**config.mk**
```make
export PLATFORM = sky130hd
export DESIGN_NAME = pcch_host_flat
export DESIGN_NICKNAME = d
export VERILOG_FILES = /design/src/logic/pcch_pkg.sv /design/src/logic/pcch_if.sv /design/src/logic/pcch_host.sv /design/src/logic/pcch_sync.sv /design/src/flat_wrapper.sv
export SDC_FILE = /design/constraint.sdc
export NUM_CORES = 1
export LEC_CHECK = 0
export ABC_AREA = 1
export BUFFER_PORTS_ARGS = -buffer_cell sky130_fd_sc_hd__buf_2
export CELL_PAD_IN_SITES_DETAIL_PLACEMENT = 1
export CELL_PAD_IN_SITES_GLOBAL_PLACEMENT = 2
export CORE_MARGIN = 4
export CORE_UTILIZATION = 31
export DETAILED_ROUTE_END_ITERATION = 8
export PLACE_DENSITY_LB_ADDON = 0.1
export RECOVER_POWER = 50
export SLEW_MARGIN = 10
export SYNTH_ARGS = -nofsm -noshare
export SYNTH_HDL_FRONTEND = slang
export SYNTH_SLANG_ARGS = --single-unit
```
**constraint.sdc**
```tcl
create_clock -name aclk -period 4.7 [get_ports aclk]
set_input_delay 0.705 -clock aclk [delete_from_list [all_inputs] [get_ports aclk]]
set_output_delay 0.705 -clock aclk [all_outputs]
set_load 0.05 [all_outputs]
```
**src/logic/pcch_pkg.sv**
```systemverilog
// Constants shared by both ends of the parallel clear command link
// Behaviour
// - Run output on in run screen
// - Measurement clear code: only input 6 on
// - Outputs clear code: inputs 1 and 6 on
// - Error clear code: inputs 0 and 6 on
// - Host sets code, triggers after over 1 ms
// - Busy about 1 ms during measurement clear
// - Ready low during measurement clear and busy
// - Host: see busy, drop trigger, release code
// - Host holds trigger 5 ms if blind
// - Outputs clear turns judgement and data off
// - Outputs clear leaves ready, busy, strobe
// - No outputs clear while unready, busy, strobe
// - Host: see outputs off, drop trigger, release
// - Error clear leaves all other outputs alone
// - No error clear while unready or busy
// - Host: see error off, drop trigger, release
package pcch_pkg;
    localparam int CODE_W = 7;
    localparam int DATA_W = 16;
    localparam logic [6:0] CODE_MEAS_CLR = 7'h40;
    localparam logic [6:0] CODE_OUT_CLR = 7'h42;
    localparam logic [6:0] CODE_ERR_CLR = 7'h41;
    localparam logic [6:0] CODE_NONE = 7'h00;
    localparam int CLK_PS = 5000;
    localparam longint SETUP_PS = 64'h0000_0000_3B9A_CA00;
    localparam longint BUSY_PS = 64'h0000_0000_3B9A_CA00;
    localparam longint HOLD_PS = 64'h0000_0001_2A05_F200;
    // Least time rounds up, then one more cycle for "over"
    localparam int SETUP_CYC = int'((SETUP_PS + CLK_PS - 1) / CLK_PS) + 1;
    localparam int BUSY_CYC = int'(BUSY_PS / CLK_PS);
    localparam int HOLD_CYC = int'((HOLD_PS + CLK_PS - 1) / CLK_PS);
    localparam int CNT_W = 21;
    localparam int PIN_IN_W = 22;
    localparam logic [1:0] CMD_NONE = 2'h0;
    localparam logic [1:0] CMD_MEAS = 2'h1;
    localparam logic [1:0] CMD_OUT = 2'h2;
    localparam logic [1:0] CMD_ERR = 2'h3;
    localparam logic [7:0] ADDR_CTRL = 8'h00;
    localparam logic [7:0] ADDR_STATUS = 8'h04;
    localparam logic [7:0] ADDR_IRQ_STAT = 8'h08;
    localparam logic [7:0] ADDR_IRQ_MASK = 8'h0C;
    localparam logic [7:0] ADDR_DATA = 8'h10;
    localparam int CTRL_CMD_LSB = 0;
    localparam int CTRL_HOLD_BIT = 4;
    localparam int IRQ_DONE_BIT = 0;
    localparam int IRQ_REFUSED_BIT = 1;
    localparam int IRQ_W = 2;
    localparam logic [1:0] RESP_OKAY = 2'h0;
    localparam logic [1:0] RESP_SLVERR = 2'h2;
endpackage

```
**src/logic/pcch_if.sv**
```systemverilog
// Parallel pin bundle between controller host and device
`timescale 1ns/1ps
`default_nettype none
interface pcch_if;
    import pcch_pkg::*;
    logic [CODE_W-1:0] command_code_inputs;
    logic command_execute_trigger;
    logic run;
    logic ready;
    logic busy;
    logic judge;
    logic [DATA_W-1:0] result_data_outputs;
    logic strobe;
    logic error;
    modport dev (
        input command_code_inputs, command_execute_trigger,
        output run, ready, busy, judge, result_data_outputs, strobe, error
    );
    modport host (
        output command_code_inputs, command_execute_trigger,
        input run, ready, busy, judge, result_data_outputs, strobe, error
    );
endinterface
`default_nettype wire

```
**src/logic/pcch_host.sv**
```systemverilog
// Host end: issues clear commands on the pins under AXI4-Lite control
`timescale 1ns/1ps
`default_nettype none
module pcch_host
    import pcch_pkg::*;
#(
    parameter int SETUP_CYCLES = pcch_pkg::SETUP_CYC,
    parameter int HOLD_CYCLES = pcch_pkg::HOLD_CYC
) (
    // Clock and reset
    input wire logic aclk,
    input wire logic aresetn,
    // AXI4-Lite write
    input wire logic [7:0] s_axi_awaddr,
    input wire logic s_axi_awvalid,
    output logic s_axi_awready,
    input wire logic [31:0] s_axi_wdata,
    input wire logic [3:0] s_axi_wstrb,
    input wire logic s_axi_wvalid,
    output logic s_axi_wready,
    output logic [1:0] s_axi_bresp,
    output logic s_axi_bvalid,
    input wire logic s_axi_bready,
    // AXI4-Lite read
    input wire logic [7:0] s_axi_araddr,
    input wire logic s_axi_arvalid,
    output logic s_axi_arready,
    output logic [31:0] s_axi_rdata,
    output logic [1:0] s_axi_rresp,
    output logic s_axi_rvalid,
    input wire logic s_axi_rready,
    // Interrupt
    output logic irq,
    // Link
    pcch_if.host lnk
);
    import pcch_pkg::*;

    typedef enum logic [3:0] {
        PH_IDLE = 4'b0001,
        PH_SETUP = 4'b0010,
        PH_TRIG = 4'b0100,
        PH_REL = 4'b1000
    } pcch_hstate_t;

    pcch_hstate_t state_r;
    logic [PIN_IN_W-1:0] pins_s;
    logic s_run, s_ready, s_busy, s_judge, s_strobe, s_error;
    logic [DATA_W-1:0] s_data;
    logic [7:0] awaddr_r;
    logic [31:0] wdata_r;
    logic aw_have_r, w_have_r, wr_go, wr_ok;
    logic wstrb0_r;
    logic [1:0] cmd_r;
    logic hold_mode_r;
    logic [IRQ_W-1:0] irq_stat_r, irq_mask_r, irq_set;
    logic start, refuse, ack;
    logic [CNT_W-1:0] cnt_r;
    logic [6:0] code_r;
    logic trig_r;

    pcch_sync #(.W(PIN_IN_W)) u_sync (
        .aclk(aclk),
        .aresetn(aresetn),
        .d({lnk.run, lnk.ready, lnk.busy, lnk.judge, lnk.strobe,
            lnk.error, lnk.result_data_outputs}),
        .q(pins_s)
    );
    assign {s_run, s_ready, s_busy, s_judge, s_strobe, s_error, s_data}
        = pins_s;

    // Write channel: address and data taken in either order
    assign wr_go = aw_have_r && w_have_r && !s_axi_bvalid;
    assign wr_ok = awaddr_r == ADDR_CTRL || awaddr_r == ADDR_IRQ_STAT
        || awaddr_r == ADDR_IRQ_MASK || awaddr_r == ADDR_STATUS
        || awaddr_r == ADDR_DATA;

    always_ff @(posedge aclk) begin
        if (!aresetn) begin
            aw_have_r <= 1'b0;
            w_have_r <= 1'b0;
            awaddr_r <= '0;
            wdata_r <= '0;
            wstrb0_r <= 1'b0;
            s_axi_awready <= 1'b0;
            s_axi_wready <= 1'b0;
            s_axi_bvalid <= 1'b0;
            s_axi_bresp <= RESP_OKAY;
        end else begin
            s_axi_awready <= !aw_have_r && !s_axi_awready;
            s_axi_wready <= !w_have_r && !s_axi_wready;
            if (s_axi_awvalid && s_axi_awready) begin
                aw_have_r <= 1'b1;
                awaddr_r <= s_axi_awaddr;
                s_axi_awready <= 1'b0;
            end
            if (s_axi_wvalid && s_axi_wready) begin
                w_have_r <= 1'b1;
                wdata_r <= s_axi_wdata;
                wstrb0_r <= s_axi_wstrb[0];
                s_axi_wready <= 1'b0;
            end
            if (wr_go) begin
                aw_have_r <= 1'b0;
                w_have_r <= 1'b0;
                s_axi_bvalid <= 1'b1;
                s_axi_bresp <= wr_ok ? RESP_OKAY : RESP_SLVERR;
            end else if (s_axi_bvalid && s_axi_bready) begin
                s_axi_bvalid <= 1'b0;
            end
        end
    end

    // Read channel
    always_ff @(posedge aclk) begin
        if (!aresetn) begin
            s_axi_arready <= 1'b0;
            s_axi_rvalid <= 1'b0;
            s_axi_rdata <= '0;
            s_axi_rresp <= RESP_OKAY;
        end else begin
            s_axi_arready <= !s_axi_rvalid && !s_axi_arready;
            if (s_axi_arvalid && s_axi_arready) begin
                s_axi_arready <= 1'b0;
                s_axi_rvalid <= 1'b1;
                s_axi_rresp <= RESP_OKAY;
                unique case (s_axi_araddr)
                    ADDR_CTRL: s_axi_rdata <= 32'({hold_mode_r, 2'h0, cmd_r});
                    ADDR_STATUS: s_axi_rdata <= 32'({state_r != PH_IDLE,
                        s_run, s_ready, s_busy, s_judge, s_strobe, s_error});
                    ADDR_IRQ_STAT: s_axi_rdata <= 32'(irq_stat_r);
                    ADDR_IRQ_MASK: s_axi_rdata <= 32'(irq_mask_r);
                    ADDR_DATA: s_axi_rdata <= 32'(s_data);
                    default: begin
                        s_axi_rdata <= '0;
                        s_axi_rresp <= RESP_SLVERR;
                    end
                endcase
            end else if (s_axi_rvalid && s_axi_rready) begin
                s_axi_rvalid <= 1'b0;
            end
        end
    end

    // Control register; a command write starts a sequence when idle
    always_ff @(posedge aclk) begin
        if (!aresetn) begin
            cmd_r <= CMD_NONE;
            hold_mode_r <= 1'b0;
            irq_mask_r <= '0;
        end else if (wr_go && wstrb0_r) begin
            // Running command keeps its ack selection until it ends
            if (awaddr_r == ADDR_CTRL && state_r == PH_IDLE) begin
                cmd_r <= wdata_r[CTRL_CMD_LSB +: 2];
                hold_mode_r <= wdata_r[CTRL_HOLD_BIT];
            end
            if (awaddr_r == ADDR_IRQ_MASK) begin
                irq_mask_r <= wdata_r[IRQ_W-1:0];
            end
        end
    end

    assign start = wr_go && wstrb0_r && awaddr_r == ADDR_CTRL
        && state_r == PH_IDLE && wdata_r[CTRL_CMD_LSB +: 2] != CMD_NONE;
    // Outputs clear needs ready, no busy, no strobe; other clears need ready, no busy
    assign refuse = start && (!s_ready || s_busy
        || (wdata_r[CTRL_CMD_LSB +: 2] == CMD_OUT && s_strobe));

    // Acknowledge for the running command: seen on the pins, or the hold count for a measurement clear in hold mode
    always_comb begin
        unique case (cmd_r)
            CMD_MEAS: ack = hold_mode_r ? cnt_r == CNT_W'(HOLD_CYCLES - 1)
                : s_busy;
            CMD_OUT: ack = !s_judge || s_data == '0;
            CMD_ERR: ack = !s_error;
            default: ack = 1'b1;
        endcase
    end

    // Pin sequence: code, wait, trigger, acknowledge, drop, release
    always_ff @(posedge aclk) begin
        if (!aresetn) begin
            state_r <= PH_IDLE;
            cnt_r <= '0;
            code_r <= CODE_NONE;
            trig_r <= 1'b0;
        end else begin
            unique case (state_r)
                PH_IDLE: begin
                    cnt_r <= '0;
                    if (start && !refuse) begin
                        state_r <= PH_SETUP;
                        unique case (wdata_r[CTRL_CMD_LSB +: 2])
                            CMD_MEAS: code_r <= CODE_MEAS_CLR;
                            CMD_OUT: code_r <= CODE_OUT_CLR;
                            default: code_r <= CODE_ERR_CLR;
                        endcase
                    end
                end
                PH_SETUP: begin
                    if (cnt_r == CNT_W'(SETUP_CYCLES - 1)) begin
                        state_r <= PH_TRIG;
                        cnt_r <= '0;
                        trig_r <= 1'b1;
                    end else begin
                        cnt_r <= cnt_r + 1'b1;
                    end
                end
                PH_TRIG: begin
                    cnt_r <= cnt_r + 1'b1;
                    if (ack) begin
                        state_r <= PH_REL;
                        trig_r <= 1'b0;
                    end
                end
                PH_REL: begin
                    state_r <= PH_IDLE;
                    code_r <= CODE_NONE;
                end
            endcase
        end
    end

    // Sticky events: set beats a write-one clear
    assign irq_set = IRQ_W'({refuse, state_r == PH_REL} << 0);
    always_ff @(posedge aclk) begin
        if (!aresetn) begin
            irq_stat_r <= '0;
            irq <= 1'b0;
        end else begin
            if (wr_go && wstrb0_r && awaddr_r == ADDR_IRQ_STAT) begin
                irq_stat_r <= (irq_stat_r & ~wdata_r[IRQ_W-1:0]) | irq_set;
            end else begin
                irq_stat_r <= irq_stat_r | irq_set;
            end
            irq <= |(irq_stat_r & irq_mask_r);
        end
    end

    assign lnk.command_code_inputs = code_r;
    assign lnk.command_execute_trigger = trig_r;
endmodule
`default_nettype wire

```
**src/logic/pcch_sync.sv**
```systemverilog
// Two flip-flop synchroniser for pin inputs
`timescale 1ns/1ps
`default_nettype none
module pcch_sync #(
    parameter int W = 1
) (
    // Clock and reset
    input wire logic aclk,
    input wire logic aresetn,
    // Data
    input wire logic [W-1:0] d,
    output logic [W-1:0] q
);
    logic [W-1:0] meta_r;
    genvar i;
    generate
        for (i = 0; i < W; i++) begin : g_bit
            always_ff @(posedge aclk) begin
                if (!aresetn) begin
                    meta_r[i] <= 1'b0;
                    q[i] <= 1'b0;
                end else begin
                    meta_r[i] <= d[i];
                    q[i] <= meta_r[i];
                end
            end
        end
    endgenerate
endmodule
`default_nettype wire

```
**src/flat_wrapper.sv**
```systemverilog
// flat-port wrapper written by rule: the top's interface ports become plain ports
module pcch_host_flat import pcch_pkg::*;
#(
    parameter int SETUP_CYCLES = pcch_pkg::SETUP_CYC,
    parameter int HOLD_CYCLES = pcch_pkg::HOLD_CYC
)
  (aclk, aresetn, s_axi_awaddr, s_axi_awvalid, s_axi_awready, s_axi_wdata, s_axi_wstrb, s_axi_wvalid, s_axi_wready, s_axi_bresp, s_axi_bvalid, s_axi_bready, s_axi_araddr, s_axi_arvalid, s_axi_arready, s_axi_rdata, s_axi_rresp, s_axi_rvalid, s_axi_rready, irq, lnk_command_code_inputs, lnk_command_execute_trigger, lnk_run, lnk_ready, lnk_busy, lnk_judge, lnk_result_data_outputs, lnk_strobe, lnk_error);
  pcch_if lnk_i ();
  input wire logic aclk;
  input wire logic aresetn;
  input wire logic [7:0] s_axi_awaddr;
  input wire logic s_axi_awvalid;
  output logic s_axi_awready;
  input wire logic [31:0] s_axi_wdata;
  input wire logic [3:0] s_axi_wstrb;
  input wire logic s_axi_wvalid;
  output logic s_axi_wready;
  output logic [1:0] s_axi_bresp;
  output logic s_axi_bvalid;
  input wire logic s_axi_bready;
  input wire logic [7:0] s_axi_araddr;
  input wire logic s_axi_arvalid;
  output logic s_axi_arready;
  output logic [31:0] s_axi_rdata;
  output logic [1:0] s_axi_rresp;
  output logic s_axi_rvalid;
  input wire logic s_axi_rready;
  output logic irq;
  output wire logic [$bits(lnk_i.command_code_inputs)-1:0] lnk_command_code_inputs;
  output wire logic [$bits(lnk_i.command_execute_trigger)-1:0] lnk_command_execute_trigger;
  input wire logic [$bits(lnk_i.run)-1:0] lnk_run;
  input wire logic [$bits(lnk_i.ready)-1:0] lnk_ready;
  input wire logic [$bits(lnk_i.busy)-1:0] lnk_busy;
  input wire logic [$bits(lnk_i.judge)-1:0] lnk_judge;
  input wire logic [$bits(lnk_i.result_data_outputs)-1:0] lnk_result_data_outputs;
  input wire logic [$bits(lnk_i.strobe)-1:0] lnk_strobe;
  input wire logic [$bits(lnk_i.error)-1:0] lnk_error;
  assign lnk_command_code_inputs = lnk_i.command_code_inputs;
  assign lnk_command_execute_trigger = lnk_i.command_execute_trigger;
  assign lnk_i.run = lnk_run;
  assign lnk_i.ready = lnk_ready;
  assign lnk_i.busy = lnk_busy;
  assign lnk_i.judge = lnk_judge;
  assign lnk_i.result_data_outputs = lnk_result_data_outputs;
  assign lnk_i.strobe = lnk_strobe;
  assign lnk_i.error = lnk_error;
  pcch_host #(.SETUP_CYCLES(SETUP_CYCLES), .HOLD_CYCLES(HOLD_CYCLES)) u_core (.aclk(aclk), .aresetn(aresetn), .s_axi_awaddr(s_axi_awaddr), .s_axi_awvalid(s_axi_awvalid), .s_axi_awready(s_axi_awready), .s_axi_wdata(s_axi_wdata), .s_axi_wstrb(s_axi_wstrb), .s_axi_wvalid(s_axi_wvalid), .s_axi_wready(s_axi_wready), .s_axi_bresp(s_axi_bresp), .s_axi_bvalid(s_axi_bvalid), .s_axi_bready(s_axi_bready), .s_axi_araddr(s_axi_araddr), .s_axi_arvalid(s_axi_arvalid), .s_axi_arready(s_axi_arready), .s_axi_rdata(s_axi_rdata), .s_axi_rresp(s_axi_rresp), .s_axi_rvalid(s_axi_rvalid), .s_axi_rready(s_axi_rready), .irq(irq), .lnk(lnk_i));
endmodule
```
==> results by group, run 1 <==
Worst setup path
  – Largest stage delay, worst path: about 0.71 ns
  – Critical path depth: 3
  – CP startpoint kind: input pin
  – Reg2Reg Depth: 8
  – Buffers plus inverters on the worst setup path: 2
  – CP arrival: between 2 and 2.5 ns
  – Crit end category: flip-flop
  – Worst path required time: 5.01 ns
  – Critical path cell sequence: clkbuf_1 > inv_1 > a21oi_1
  – Flop-to-flop setup slack: 2.78 ns
  – Slowest-stage cell, CP: clkbuf_1
  – Top delay family on crit path: buffers and inverters
  – CP Max Fanout: 24
  – Crit Path Class: in -> reg

Die
  – Num ports: around 130
  – Row count: 45
  – Die area: between 15,000 and 20,000 µm²
  – Initial Util: between 30% and 40%
  – Chip Height: around 130 µm
  – Die W: 134 µm
  – Area of the core: between 15,000 and 20,000 µm²

Detailed routing
  – DRT antenna net count: 0
  – Starting DRT DRC Count: 145
  – Total wire length: roughly 12,000 µm
  – Drc violations: 0
  – Router iterations before antenna repair: 4
  – DR WL/cell: ~13 µm
  – Via Count: 4,208
  – Via/cell ratio: around 4.4

Synthesis
  – Mapped Cells: about 660
  – Ys Warns: 0
  – Post-synth EDFFs: 0
  – #FFs+latches synth: ~120
  – Predominant post-synthesis flop cell: dfxtp_1
  – Sequential area share after synthesis: 47.7%
  – Avg Cell Area, Syn: between 7 and 8 µm²
  – Ys async rst share: 0%
  – Synth Cell Area: approximately 5000 µm²
  – Yosys cell types: 37

Placement
  – HPWL after DPL: 9330 µm
  – IO buf count: 76
  – Worst slack at placement: between 2 and 2.5 ns
  – Placed cell area: 5440 µm²
  – GP Congestion: just over 0.8

Global route
  – GR Layer Usage met2: between 20% and 30%
  – Busiest grt layer: met2
  – First-pass GRT wire length: ~21,000 µm
  – Vias in the first global route: roughly 4,300
  – GRT met1 Usage: a little under a fifth
  – Largest net degree at the start of global routing: 57
  – Total global routing track utilization: between 10 and 15%
  – GR Overflow Total: 0
  – Global Route met3 Usage: about 3.8%
  – Initial antenna violation count: 0

Pwr
  – Seq pwr share: between 40 and 50%
  – Net Sw Power: around 0.66 mW
  – Leakage power: 2.90 nW
  – Power Density: roughly 430 nW/µm²
  – Comb power frac: between 10% and 20%
  – Pint: 1.92 mW
  – Fraction of power spent switching nets: 25.7%
  – Peak VDD IR: roughly 0.27 mV
  – Clock share of power: between 40 and 50%

Clock tree
  – H-tree levels: 4
  – Hold_buf cts: 0
  – Worst-Skew Late Latency: a little over 0.4 ns
  – CTS tree: done
  – Bufs on Longest Clock Path: 2
  – Clock root cell: clkbuf_16
  – Clock sink total: 118
  – Post-cts gate resize count: 0
  – Clock-pin slew on the worst setup and hold paths: around 0.050 ns
  – CTS Buf Count: 17
  – Post-CTS Setup Inserts: 0

Min path
  – Hold WC Path Type: reg -> reg
  – Hold Path Depth: 2

Cells and area
  – Final core utilization: 38.9%
  – Layout Nets: ~820
  – Synthesis-to-finish area growth: 21.2%
  – Post-route cell area: around 6000 µm²
  – Layout cells sized above 1: 18.1%
  – Inserted Diodes: 0

Timing
  – Setup TNS: 0 ns
  – Post-route setup slack: about 2.6 ns
  – Final hold vios: 0
  – Setup Skew: around 0.0075 ns
  – Fin crit period: around 2.1 ns
  – Worst Tran Pin Value: approximately 0.99 ns
  – Period Utilization, post-route: 44.1%
  – Slew Viols, Final: 0
  – Slew HR: 34.2%
  – Max Clk Rate: 482 MHz
  – RSZ-0062 raised after global routing: no
  – Count of final setup violators: 0

Flow run
  – Max cap viols: 0

Run status
  – Status: completed
-- state kept, by name, indices dropped and copies added (netlist names), 2 cells and up --
name                            count
u_core.awaddr_r                     8
u_core.state_r                      4
u_core.wdata_r                      3
u_core.irq_mask_r                   2
u_core.lnk.command_code_inputs      3
u_core.irq_stat_r                   2
u_core.u_sync.meta_r               22
u_core.cnt_r                       21
u_core.s_axi_rdata                 16
u_core.u_sync.q                    22
u_core.cmd_r                        2
-- metal layers --
metal / vias to the layer above / routed length, µm
met5: - / 0
met4: 0 / 239
met3: 19 / 551
met2: 89 / 5780
met1: 1918 / 5930
li1: 2182 / -
-- tightest hold or removal path: stages, from the launching register on --
cell and delay (ns):
dfxtp_1 0.30, nand2_1 0.05, inv_1 0.04
-- power groups by stage --
stage | clock, mW | combinational (mW) | sequential (mW)
2_1_floorplan | 0 | 0.179 | 1.12
3_3_place_gp | 0 | 0.256 | 1.09
3_5_place_dp | 0 | 0.263 | 1.09
4_1_cts | 1.29 | 0.266 | 1.07
5_1_grt | 1.34 | 0.292 | 1.07
6_report | 1.26 | 0.261 | 1.07
-- Yosys cell counts, types with 2 or more instances --
master      n  area share (%)
nand3_1    21             2.1
ha_1        4             1.0
xor2_1      5            0.88
nor2_2      3            0.38
nor3_1     11             1.1
nand4_1     9             1.1
o211ai_1    3            0.45
buf_4      24             3.6
nor2_4      4            0.91
nand3_2     5             1.0
o21ai_0    42             4.2
and3_1      2            0.25
inv_1     104             7.9
inv_2       6            0.45
nand2_2     6            0.76
a21oi_1    49             4.9
nor3b_2     2            0.50
nor2_1     70             5.3
nand3b_1    2            0.30
clkbuf_1   15             1.1
nor3_2      2            0.40
nand2_1   137              10
dfxtp_1   118              48
nor4_1      4            0.50
-- final cells by class --
type / instances / area [µm²]
Sequential cell: 118 / 2360
Tap cell: 211 / 264
Multi-Input combinational cell: 414 / 2000
Clock inverter: 9 / 100
Clock buffer: 23 / 478
Timing Repair Buffer: 77 / 387
Inverter: 110 / 413
Fill cell: 1974 / 9420
-- final timing paths --
kind                                       start                        endpoint
max                                      aresetn           u_core.irq$_SDFF_PN0_
min          u_core.u_sync.meta_r[17]$_SDFF_PN0_  u_core.u_sync.q[17]$_SDFF_PN0_
max reg2reg       u_core.state_r[0]$_SDFFE_PN1P_   u_core.cnt_r[10]$_SDFFE_PN0P_
min reg2reg  u_core.u_sync.meta_r[17]$_SDFF_PN0_  u_core.u_sync.q[17]$_SDFF_PN0_
-- per-stage QoR --
step	total power [mW]	hold WS, ns	std cells
floorplan	1.30	0.390	682
global placement	1.34	0.400	930
detailed placement	1.35	0.400	930
CTS	2.63	0.412	962
global route	2.70	0.428	962
finish	2.59	0.409	962
-- layout by cell type (no fill, tap or decap), types with 17 or more instances in the layout --
cell type	instances
inv_1	104
buf_2	75
o21ai_0	42
conb_1	22
clkbuf_16	17
a21oi_1	49
nor2_1	71
nand3_1	21
dfxtp_1	118
nand2_1	137
-- cells by family after synthesis --
kind of cell	after synthesis	synth area share, %
DFF	118	47.7
other	1	0.0757
xor gates and xnor gates	6	1.06
AOI/OAI and AO/OA	98	10.2
adders and majority gates	4	1.01
buffers and inverters	150	13.3
and+or+nand+nor	284	26.6
Note: power is estimated with default switching activity, not from simulation.
==> run 2, diff against run 1 <==
Settings changed: CORE_UTILIZATION 31 to 29.
Clock period 4.7 ns to 2.1 ns, I/O delays scaled along.
==> results by group, run 2 (synthesis gave the netlist of run 1 again) <==
Global route
  – Largest net degree at the start of global routing: 57 (unchanged)
  – First-pass GRT wire length: 21,300 µm (was 20,900 µm)
  – Total global routing track utilization: 13.6% (was 14.6%)
  – GR Overflow Total: 0 (unchanged)
  – Vias in the first global route: 4,450 (was 4,298)
  – Initial antenna violation count: 0 (unchanged)

Pwr
  – Leakage power: 2.93 nW (was 2.90 nW)
  – Power Density: 969 nW/µm² (was 431 nW/µm²)
  – Peak VDD IR: 0.581 mV (was 0.266 mV)

Worst setup path
  – Worst path required time: 2.40 ns (was 5.01 ns)
  – CP Max Fanout: 5 (was 24)
  – Crit Path Class: reg -> reg (was in -> reg)
  – CP arrival: 2.07 ns (was 2.38 ns)
  – Crit end category: flip-flop (unchanged)
  – CP startpoint kind: flip-flop (was input pin)

Die
  – Area of the core: 16,600 µm² (was 15,400 µm²)
  – Die W: 139 µm (was 134 µm)
  – Row count: 47 (was 45)
  – Chip Height: 139 µm (was 134 µm)
  – Num ports: 131 (unchanged)
  – Initial Util: 29.8% (was 32.1%)
  – Die area: 19,200 µm² (was 18,100 µm²)

Clock tree
  – Clock sink total: 118 (unchanged)
  – Worst-Skew Late Latency: 0.41 ns (about the same)
  – Clock root cell: clkbuf_16 (unchanged)
  – Post-CTS Setup Inserts: 0 (unchanged)
  – Clock-pin slew on the worst setup and hold paths: 0.06 ns (was 0.05 ns)
  – CTS tree: done (unchanged)
  – Hold_buf cts: 0 (unchanged)
  – H-tree levels: 4 (unchanged)
  – CTS Buf Count: 17 (unchanged)
  – Post-cts gate resize count: 0 (unchanged)
  – Bufs on Longest Clock Path: 2 (unchanged)

Cells and area
  – Layout Cells excl Fill: 975 (was 962)
  – Biggest regs: u_core.u_sync.meta_r: 22 flops, u_core.u_sync.q: 22 flops, u_core.cnt_r: 21 flops (unchanged)
  – Inserted Diodes: 0 (unchanged)
  – Post-route cell area: 6070 µm² (was 6010 µm²)
  – Synthesis-to-finish area growth: 22.4% (was 21.2%)
  – Most common cell after layout, fill and taps aside: nand2_1 (unchanged)
  – Layout Nets: 828 (was 823)
  – Layout cells sized above 1: 18.3% (was 18.1%)
  – Leading cell types in the layout, fill and taps excluded: nand2_1 (137), dfxtp_1 (118), inv_1 (105) (was nand2_1 (137), dfxtp_1 (118), inv_1 (104))

Placement
  – GP Congestion: 0.784 (was 0.819)
  – Worst slack at placement: 0.314 ns (was 2.47 ns)
  – HPWL after DPL: 9640 µm (was 9330 µm)
  – Placed cell area: 5490 µm² (was 5440 µm²)
  – IO buf count: 76 (unchanged)
  – Cells after DPL: 944 (was 930)

Detailed routing
  – Router iterations before antenna repair: 4 (unchanged)
  – Starting DRT DRC Count: 93 (was 145)
  – Via Count: 4,213 (was 4,208)
  – DR WL/cell: 12.9 µm (was 13.0 µm)
  – DRT antenna net count: 0 (unchanged)
  – Total wire length: 12,600 µm (was 12,500 µm)
  – Drc violations: 0 (unchanged)
  – Via/cell ratio: 4.32 (was 4.37)

Timing
  – Max Clk Rate: approximately 570 MHz
  – Count of final setup violators: 0 (unchanged)
  – Setup TNS: 0 ns (unchanged)
  – Worst Tran Pin Value: 0.963 ns (was 0.987 ns)
  – Setup Skew: 0.00787 ns (was 0.00753 ns)
  – Fin crit period: around 1.8 ns
  – RSZ-0062 raised after global routing: no (unchanged)
  – Final hold vios: 0 (unchanged)
  – Post-route setup slack: 0.335 ns (was 2.63 ns)
  – Period Utilization, post-route: between 80% and 90%
  – Slew Viols, Final: 0 (unchanged)
  – Slew HR: 35.8% (was 34.2%)

Run status
  – Status: completed (unchanged)

Flow run
  – Max cap viols: 0 (unchanged)

Min path
  – Hold WC Path Type: in -> reg (was reg -> reg)
## run 2: per-stage QoR
stage / total power [mW] / util, % / hold WS [ns]
finish: 5.88 / 36.4 / 0.0917
global route: 6.16 / 36.4 / 0.0889
CTS: 5.99 / 36.5 / 0.0656
detailed placement: 3.04 / 33.0 / 0.400
global placement: 3.02 / 33.0 / 0.400
floorplan: 2.90 / - / 0.390
## run 2: path summary, 6_finish.rpt
kind	start	endpoint	slack [ns]	cells past startpoint
hold / removal	lnk_result_data_outputs[3]	u_core.u_sync.meta_r[3]$_SDFF_PN0_	0.09	3
hold reg to reg	u_core.u_sync.meta_r[19]$_SDFF_PN0_	u_core.u_sync.q[19]$_SDFF_PN0_	0.41	2
setup reg to reg	u_core.cnt_r[0]$_SDFFE_PN0P_	u_core.cnt_r[16]$_SDFFE_PN0P_	0.34	10
setup / recovery	u_core.cnt_r[0]$_SDFFE_PN0P_	u_core.cnt_r[16]$_SDFFE_PN0P_	0.34	10
## run 2: per-layer routing
metal / vias to the layer above / track usage, % / part of all wire [%]
met5: - / 0 / 0
met4: 0 / 6.33 / 2.6
met3: 21 / 3.03 / 4.3
met2: 85 / 22.5 / 47
met1: 1918 / 17.0 / 46
li1: 2189 / - / -
## run 2: area by class of cell
type | count | area [µm²]
inverters | 110 | 413
flip-flops and latches | 118 | 2360
clock inverters | 9 | 126
clock buffers | 22 | 464
multi-input cells | 414 | 2000
repair buffers | 82 | 422
fillers | 2064 | 10600
well taps | 220 | 275
## run 2: worst max-delay path, stage by stage, from the launching register on
cell,delay (ns)
dfxtp_1,0.38
ha_1,0.19
nand2_1,0.12
nor2_2,0.19
nand4_2,0.18
nor2_4,0.21
inv_1,0.07
nor2_1,0.13
nand3_1,0.08
nand2_1,0.08
nor2_1,0.03
## run 2: report_power, final
part	leakage (nW)	switching [mW]	internal (mW)	total (mW)
logic	1.68	0.439	0.150	0.589
registers	0.965	0.0537	2.34	2.39
clock network	0.290	0.985	1.91	2.90
total	2.93	1.48	4.40	5.88
